===== src/hdl/asrc_regs.svh =====
`ifndef ASRC_REGS_SVH
`define ASRC_REGS_SVH

// ----------------------------------------------------------------------
// clock and timing
// ----------------------------------------------------------------------
`define ASRC_CLK_MHZ                    100
`define ASRC_POWERUP_WAIT_TIME_US       100
`define ASRC_WRITE_PULSE_NS             7
`define ASRC_WRITE_DATA_SETUP_TIME_NS   6
`define ASRC_WRITE_STROBE_FLOAT_DELAY_NS 5
`define ASRC_ADDR_TO_DATA_NS            10
`define ASRC_OE_FLOAT_NS                5
`define ASRC_SYNC_STAGES                2

// least time in ns to whole cycles, rounded up, at least one
`define ASRC_CYC_UP(ns) ((((ns) * `ASRC_CLK_MHZ + 999) / 1000) < 1 ? 1 : (((ns) * `ASRC_CLK_MHZ + 999) / 1000))

`define ASRC_POWERUP_CYC  (`ASRC_POWERUP_WAIT_TIME_US * `ASRC_CLK_MHZ)
`define ASRC_WPULSE_NS    ((`ASRC_WRITE_STROBE_FLOAT_DELAY_NS + `ASRC_WRITE_DATA_SETUP_TIME_NS) > \
                           `ASRC_WRITE_PULSE_NS ? (`ASRC_WRITE_STROBE_FLOAT_DELAY_NS + \
                           `ASRC_WRITE_DATA_SETUP_TIME_NS) : `ASRC_WRITE_PULSE_NS)
`define ASRC_WPULSE_CYC   `ASRC_CYC_UP(`ASRC_WPULSE_NS)
`define ASRC_READ_CYC     (`ASRC_CYC_UP(`ASRC_ADDR_TO_DATA_NS) + `ASRC_SYNC_STAGES + 1)
`define ASRC_TURN_CYC     `ASRC_CYC_UP(`ASRC_OE_FLOAT_NS)

// ----------------------------------------------------------------------
// widths and reset values
// ----------------------------------------------------------------------
`define ASRC_ADDR_W       17
`define ASRC_DATA_W       8
`define ASRC_CNT_W        14
`define ASRC_PIN_IDLE     1'B1

`endif


===== src/hdl/asrc_pkg.sv =====
`include "asrc_regs.svh"

package asrc_pkg;

    typedef logic [`ASRC_ADDR_W-1:0] asrc_addr_t;
    typedef logic [`ASRC_DATA_W-1:0] asrc_data_t;
    typedef logic [`ASRC_CNT_W-1:0]  asrc_cnt_t;

    typedef enum logic [7:0] {
        ASRC_ST_POWERUP = 8'H01,
        ASRC_ST_IDLE    = 8'H02,
        ASRC_ST_WSETUP  = 8'H04,
        ASRC_ST_WPULSE  = 8'H08,
        ASRC_ST_WEND    = 8'H10,
        ASRC_ST_READ    = 8'H20,
        ASRC_ST_TURN    = 8'H40,
        ASRC_ST_SPARE   = 8'H80
    } asrc_state_t;

endpackage : asrc_pkg


===== src/hdl/asrc_ctrl.sv =====
`timescale 1ns/1ps
`include "asrc_regs.svh"

module asrc_ctrl #(
    parameter int POWERUP_CYC = `ASRC_POWERUP_CYC
) (
    input  wire logic                clock,
    input  wire logic                arst_n,
    input  wire logic                req,
    input  wire logic                req_write,
    input  wire asrc_pkg::asrc_addr_t req_addr,
    input  wire asrc_pkg::asrc_data_t req_wdata,
    output logic                     busy,
    output asrc_pkg::asrc_data_t     rd_data,
    output logic                     rd_valid,
    output logic                     sram_ce_n,
    output logic                     sram_oe_n,
    output logic                     sram_we_n,
    output asrc_pkg::asrc_addr_t     location_lines,
    output asrc_pkg::asrc_data_t     shared_data_lines_o,
    output logic                     shared_data_lines_oe,
    input  wire asrc_pkg::asrc_data_t shared_data_lines_i
);
    import asrc_pkg::*;

    localparam int        WPULSE_CYC = `ASRC_WPULSE_CYC;
    localparam int        READ_CYC   = `ASRC_READ_CYC;
    localparam int        TURN_CYC   = `ASRC_TURN_CYC;
    localparam asrc_cnt_t PU_LAST    = asrc_cnt_t'(POWERUP_CYC - 1);
    localparam asrc_cnt_t WP_LAST    = asrc_cnt_t'(WPULSE_CYC - 1);
    localparam asrc_cnt_t RD_LAST    = asrc_cnt_t'(READ_CYC - 1);
    localparam asrc_cnt_t TN_LAST    = asrc_cnt_t'(TURN_CYC - 1);

    logic        rst_n;
    asrc_state_t state_q;
    asrc_state_t state_d;
    asrc_cnt_t   cnt_q;
    asrc_cnt_t   cnt_d;
    asrc_data_t  din_s;
    logic        take;

    // ------------------------------------------------------------------
    // reset release and data input synchronisers
    // ------------------------------------------------------------------
    asrc_sync #(.WIDTH(1)) u_rst_sync (
        .clock (clock),
        .rst_n (arst_n),
        .din   (1'B1),
        .dout  (rst_n)
    );

    asrc_sync #(.WIDTH(`ASRC_DATA_W)) u_din_sync (
        .clock (clock),
        .rst_n (rst_n),
        .din   (shared_data_lines_i),
        .dout  (din_s)
    );

    // ------------------------------------------------------------------
    // sequencer
    // ------------------------------------------------------------------
    assign take = (state_q == ASRC_ST_IDLE) && req;

    always_comb begin
        state_d = state_q;
        cnt_d   = cnt_q + asrc_cnt_t'(1);
        unique case (state_q)
            ASRC_ST_POWERUP: begin
                if (cnt_q == PU_LAST) begin
                    state_d = ASRC_ST_IDLE;
                    cnt_d   = '0;
                end
            end
            ASRC_ST_IDLE: begin
                cnt_d = '0;
                if (req) begin
                    state_d = req_write ? ASRC_ST_WSETUP : ASRC_ST_READ;
                end
            end
            ASRC_ST_WSETUP: begin
                state_d = ASRC_ST_WPULSE;
                cnt_d   = '0;
            end
            ASRC_ST_WPULSE: begin
                if (cnt_q == WP_LAST) begin
                    state_d = ASRC_ST_WEND;
                    cnt_d   = '0;
                end
            end
            ASRC_ST_WEND: begin
                state_d = ASRC_ST_IDLE;
                cnt_d   = '0;
            end
            ASRC_ST_READ: begin
                if (cnt_q == RD_LAST) begin
                    state_d = ASRC_ST_TURN;
                    cnt_d   = '0;
                end
            end
            ASRC_ST_TURN: begin
                if (cnt_q == TN_LAST) begin
                    state_d = ASRC_ST_IDLE;
                    cnt_d   = '0;
                end
            end
            default: begin
                state_d = ASRC_ST_IDLE;
                cnt_d   = '0;
            end
        endcase
    end

    always_ff @(posedge clock or negedge rst_n) begin
        if (!rst_n) begin
            state_q <= ASRC_ST_POWERUP;
            cnt_q   <= '0;
        end else begin
            state_q <= state_d;
            cnt_q   <= cnt_d;
        end
    end

    // ------------------------------------------------------------------
    // memory pins
    // ------------------------------------------------------------------
    always_ff @(posedge clock or negedge rst_n) begin
        if (!rst_n) begin
            sram_ce_n <= `ASRC_PIN_IDLE;
            sram_oe_n <= `ASRC_PIN_IDLE;
            sram_we_n <= `ASRC_PIN_IDLE;
        end else begin
            sram_ce_n <= !(state_d inside {ASRC_ST_WSETUP, ASRC_ST_WPULSE, ASRC_ST_WEND, ASRC_ST_READ});
            sram_we_n <= (state_d != ASRC_ST_WPULSE);
            sram_oe_n <= (state_d != ASRC_ST_READ);
        end
    end

    always_ff @(posedge clock or negedge rst_n) begin
        if (!rst_n) begin
            location_lines       <= '0;
            shared_data_lines_o  <= '0;
            shared_data_lines_oe <= 1'B0;
        end else begin
            if (take) begin
                location_lines      <= req_addr;
                shared_data_lines_o <= req_wdata;
            end
            // data stays driven one cycle past the strobe rising edge
            shared_data_lines_oe <= state_d inside {ASRC_ST_WSETUP, ASRC_ST_WPULSE, ASRC_ST_WEND};
        end
    end

    // ------------------------------------------------------------------
    // user side
    // ------------------------------------------------------------------
    always_ff @(posedge clock or negedge rst_n) begin
        if (!rst_n) begin
            busy     <= 1'B1;
            rd_valid <= 1'B0;
            rd_data  <= '0;
        end else begin
            busy     <= (state_d != ASRC_ST_IDLE);
            rd_valid <= (state_q == ASRC_ST_READ) && (cnt_q == RD_LAST);
            if ((state_q == ASRC_ST_READ) && (cnt_q == RD_LAST)) begin
                rd_data <= din_s;
            end
        end
    end

    // ------------------------------------------------------------------
    // checks
    // ------------------------------------------------------------------
    asrc_cnt_t up_cnt_q;

    always_ff @(posedge clock or negedge rst_n) begin
        if (!rst_n) begin
            up_cnt_q <= '0;
        end else if (up_cnt_q != '1) begin
            up_cnt_q <= up_cnt_q + asrc_cnt_t'(1);
        end
    end

    strobe_needs_ce_a: assert property (@(posedge clock) disable iff (!rst_n)
        !sram_we_n |-> !sram_ce_n)
        else $error("write strobe low without chip select");

    data_hold_a: assert property (@(posedge clock) disable iff (!rst_n)
        $rose(sram_we_n) |-> shared_data_lines_oe && !sram_ce_n)
        else $error("write data released before write end");

    write_length_a: assert property (@(posedge clock) disable iff (!rst_n)
        $fell(sram_we_n) |-> !sram_we_n [*2] ##1 sram_we_n)
        else $error("write strobe pulse length wrong");

    no_contention_a: assert property (@(posedge clock) disable iff (!rst_n)
        shared_data_lines_oe |-> sram_oe_n && $past(sram_oe_n))
        else $error("data driven while memory may drive");

    powerup_wait_a: assert property (@(posedge clock) disable iff (!rst_n)
        !sram_ce_n |-> up_cnt_q >= asrc_cnt_t'(POWERUP_CYC))
        else $error("access before power-up wait");

    read_done_a: assert property (@(posedge clock) disable iff (!rst_n)
        $fell(sram_oe_n) |-> !sram_oe_n [*4] ##1 (sram_oe_n && rd_valid) ##1 !shared_data_lines_oe)
        else $error("read sequence timing wrong");

    addr_stable_a: assert property (@(posedge clock) disable iff (!rst_n)
        !sram_ce_n && !$past(sram_ce_n) |-> $stable(location_lines))
        else $error("address changed during access");

    write_data_stable_a: assert property (@(posedge clock) disable iff (!rst_n)
        !sram_we_n |-> $stable(shared_data_lines_o))
        else $error("write data changed under strobe");

    write_oe_high_a: assert property (@(posedge clock) disable iff (!rst_n)
        !sram_we_n |-> sram_oe_n && shared_data_lines_oe)
        else $error("output enable low during write");

    read_turnaround_a: assert property (@(posedge clock) disable iff (!rst_n)
        $rose(sram_oe_n) |-> !shared_data_lines_oe ##1 !shared_data_lines_oe)
        else $error("data driven inside read turnaround");

    powerup_busy_a: assert property (@(posedge clock) disable iff (!rst_n)
        up_cnt_q < asrc_cnt_t'(POWERUP_CYC) |-> busy)
        else $error("idle before power-up wait ends");

endmodule : asrc_ctrl


===== src/hdl/asrc_sync.sv =====
`timescale 1ns/1ps

module asrc_sync #(
    parameter int WIDTH = 1
) (
    input  wire logic             clock,
    input  wire logic             rst_n,
    input  wire logic [WIDTH-1:0] din,
    output logic      [WIDTH-1:0] dout
);

    logic [WIDTH-1:0] meta_q;

    // ------------------------------------------------------------------
    // two flip-flops per bit
    // ------------------------------------------------------------------
    for (genvar i = 0; i < WIDTH; i++) begin : g_bit
        always_ff @(posedge clock or negedge rst_n) begin
            if (!rst_n) begin
                meta_q[i] <= 1'B0;
                dout[i]   <= 1'B0;
            end else begin
                meta_q[i] <= din[i];
                dout[i]   <= meta_q[i];
            end
        end
    end

endmodule : asrc_sync


===== config.mk =====
export PLATFORM = sky130hd
export DESIGN_NAME = asrc_ctrl
export DESIGN_NICKNAME = d
export VERILOG_FILES = /design/src/hdl/asrc_pkg.sv /design/src/hdl/asrc_ctrl.sv /design/src/hdl/asrc_sync.sv
export VERILOG_INCLUDE_DIRS = /design/src /design/src/hdl
export SDC_FILE = /design/constraint.sdc
export NUM_CORES = 1
export LEC_CHECK = 0
export BUFFER_PORTS_ARGS = -buffer_cell sky130_fd_sc_hd__buf_2
export CORE_UTILIZATION = 45
export DETAILED_ROUTE_END_ITERATION = 6
export GPL_TIMING_DRIVEN = 0
export PLACE_DENSITY = 0.79
export SLEW_MARGIN = 20
export SYNTH_ARGS = -nofsm -noshare
export SYNTH_HDL_FRONTEND = slang
export SYNTH_SLANG_ARGS = --single-unit

===== constraint.sdc =====
create_clock -name clock -period 2.3 [get_ports clock]
set_input_delay 0.115 -clock clock [delete_from_list [all_inputs] [get_ports clock]]
set_output_delay 0.115 -clock clock [all_outputs]
set_load 0.01 [all_outputs]

==> out/results.tsv <==
stage	metric	value	unit
run_status	outcome	finished, final reports clean	
placed_design	dp_hpwl	3.89	mm
drt	wl_per_cell	13.8	um
sta	tns	0	ns
global_route	grt_usage	18.8	%
sta	drv_slew	0	
logic_synthesis	synth_edf_count	0	
setup_path	arrival	2.34	ns
global_route	grt_pass1_vias	2179	
floorplanning	die_area	0.00738	mm2
layout	drive_above_1_share	41.1	%
placed_design	dpl_cell_area	0.00369	mm2
clocking	clkSinkCount	79	
setup_path	reg2reg_to	cnt_q[6]	
placed_design	place_inst	400	
sta	finalHoldViolations	0	
setup_path	crit_fanout	10	
setup_path	r2r_slack	0.19	ns
clocking	clk_latency	0.34	ns
logic_synthesis	yosys.area.top_type	dfrtp_1	
drt	first_pass_iters	4	
setup_path	crit_start	cnt_q[0]	
clocking	htree_levels	3	
global_route	grtUsageMet2	30.0	%
drt	via_per_inst	4.74	
layout	final_common_cell	buf_2	
logic_synthesis	postSynthCellCount	228	
clocking	cts_resized	0	
layout	syn_to_final_growth	33.3	%
clocking	cts_root_buf	clkbuf_8	
layout	fin_cells	449	
drt	drt_iter0_drc	110	
logic_synthesis	avgSynthCellArea	13.9	um2
global_route	grt_util_met3	5.39	%
drt	vias	2129	
floorplanning	core-area	0.00679	mm2
job	drv_cap	0	
clocking	cts_tree	done	
layout	fill_cells	501	
floorplanning	initial_core_util	46.6	%
global_route	use_met1	24.1	%
drt	antenna_left	0	
layout	multiInputGateArea	0.00113	mm2
drt	finalWirelength	6.18	mm
power	ir_worst_vdd	0.695	mV
min_path	holdPathStages	2	
floorplanning	die_x	85.9	um
layout	mostFrequentLayoutCells	buf_2 (76), dfrtp_1 (73), dlygate4sd3_1 (33)	
logic_synthesis	synthTopCellsByArea	dfrtp_1 (58%), mux2_2 (9.6%), dfstp_2 (4.1%), nor2_1 (3.1%), mux2_4 (2.8%)	
global_route	busiest_layer	met2	
setup_path	reg2reg_depth	7	
logic_synthesis	yosysWarnings	0	
floorplanning	dieHeight	85.9	um
power	p_leak	2.01	nW
clocking	clkTransAtPathRegs	0.08	ns
sta	rsz0062_at_grt	no	
logic_synthesis	yosysUniqueCellTypes	42	
min_path	hold_end	location_lines[0]	
placed_design	io_buffers	75	
floorplanning	io_pins	76	
placed_design	place.gp.congestion	0.807	
sta	relSlewSlack	67.3	%
layout	seq_area	0.00199	mm2
layout	antenna_cells	0	
logic_synthesis	syn_area	0.00317	mm2
drt	drcViolationCount	0	
min_path	hp-start	req_addr[0]	
global_route	antenna_found_initial	0	
setup_path	crit_path_start_kind	register	
setup_path	cp.required	2.52	ns
setup_path	path_class	reg2reg	
logic_synthesis	synth_fp_nets	268	
logic_synthesis	synth_seq_cells	79	
logic_synthesis	synth_top_area_share	58.5	%
clocking	cts_buffer_depth	2	
sta	period_needed	2.11	ns
setup_path	r2r-start	cnt_q[0]	
sta	fin_crit_sh	91.8	%
global_route	grt_start_max_net_pins	61	
sta	tightest_slew	0.487	ns
layout	fin_area	0.00422	mm2
global_route	grt_pass1_wl	10.5	mm
clocking	cts_buffers	9	
global_route	overflow	0	
floorplanning	rows	30	
min_path	worstHoldPathType	in2reg	
logic_synthesis	ys_seq_area_share	62.6	%
sta	setup_violations	0	
sta	skew	0.0148	ns
power	power_density	779	mW/mm2
logic_synthesis	async_reset_ff_share	100	%
setup_path	critPathCaptureType	register	
sta	max_freq	474	MHz
layout	nNetsFinal	388	
logic_synthesis	synth_flop_cell	dfrtp_1	
[power by group]
part	switching, mW	leakage, nW	internal, mW
combinational	0.273	0.931	0.334
clock	0.507	0.0944	0.509
sequential	0.0946	0.982	1.57
total	0.875	2.01	2.41
[area by class of cell]
cell class / count / share of cell area, %
sequential: 79 / 47.1
timing repair buffer: 109 / 17.4
clock inverter: 6 / 1.66
buffer: 4 / 0.919
multi-input combinational: 140 / 26.7
clock buffer: 10 / 3.02
tap: 96 / 2.84
inverter: 5 / 0.444
[flip-flops by register name, indices dropped and copies added, names as in the netlist, 8 cells and up]
signal / flops
cnt_q: 14
location_lines: 17
rd_data: 8
shared_data_lines_o: 8
state_q: 8
u_din_sync.dout: 8
u_din_sync.meta_q: 8
[cell usage after synthesis, types with 2 or more instances]
cell type   n
a21boi_2    2
and3_1      7
buf_6       3
conb_1      2
dfrtp_1    74
dfstp_2     5
ha_1        3
inv_1       5
mux2_2     27
mux2_4      6
nand2_1     9
nand2b_1    2
nand3_1     6
nand4_1     2
nor2_1     26
nor2b_1     6
nor3b_1     3
nor4_1      3
nor4_4      2
o21a_1      2
o21bai_1    2
xnor2_1     6
xor2_1      6
[worst max-delay path by stage]
stage                     end  slack (ns)  cells after the start
finish               cnt_q[6]        0.19                      7
global route         cnt_q[6]        0.01                      7
CTS                  cnt_q[6]        0.15                      7
detailed placement   cnt_q[6]        0.18                      7
global placement     cnt_q[6]        0.21                      7
floorplan           cnt_q[10]        0.47                      7
[per-stage QoR]
step           setup slack, ns  hold slack [ns]  total power [mW]  utilization, %
2_1_floorplan            0.466           -0.181              2.00               -
3_3_place_gp             0.205          -0.0975              2.21            53.9
3_5_place_dp             0.180          -0.0940              2.24            54.4
4_1_cts                  0.153        0.0000561              3.30            62.2
5_1_grt                 0.0145          0.00860              3.46            62.2
6_report                 0.188           0.0209              3.29            62.2
[critical path, stage by stage, from the launching register on]
cell	delay [ns]
dfrtp_1	0.42
ha_1	0.35
and3_1	0.30
nand3_1	0.13
o21a_1	0.24
nor3b_4	0.32
buf_6	0.19
nor2_1	0.06
[repair_timing]
action                    in CTS  in global routing
setup buffers                  0                  0
hold buffers                  33                  0
hold endpoints to repair      36                  0
[kinds of logic after synthesis]
| logic type | count (synthesis) | share of synthesized area (%) |
|---|---|---|
| AOI/OAI and AO/OA | 15 | 4.03 |
| xor gates and xnor gates | 12 | 3.32 |
| other | 2 | 0.237 |
| DFF | 79 | 62.6 |
| buffers and inverters | 9 | 1.82 |
| muxes | 33 | 12.4 |
| and+or+nand+nor | 75 | 14.4 |
| adders and majority gates | 3 | 1.18 |
[per-layer routing]
metal  part of all wire [%]  wire (um)
met2                     51       3180
met5                      0          0
met3                    4.4        275
met1                     42       2570
met4                    2.5        157
No activity file was read; power rests on OpenSTA's default activity.
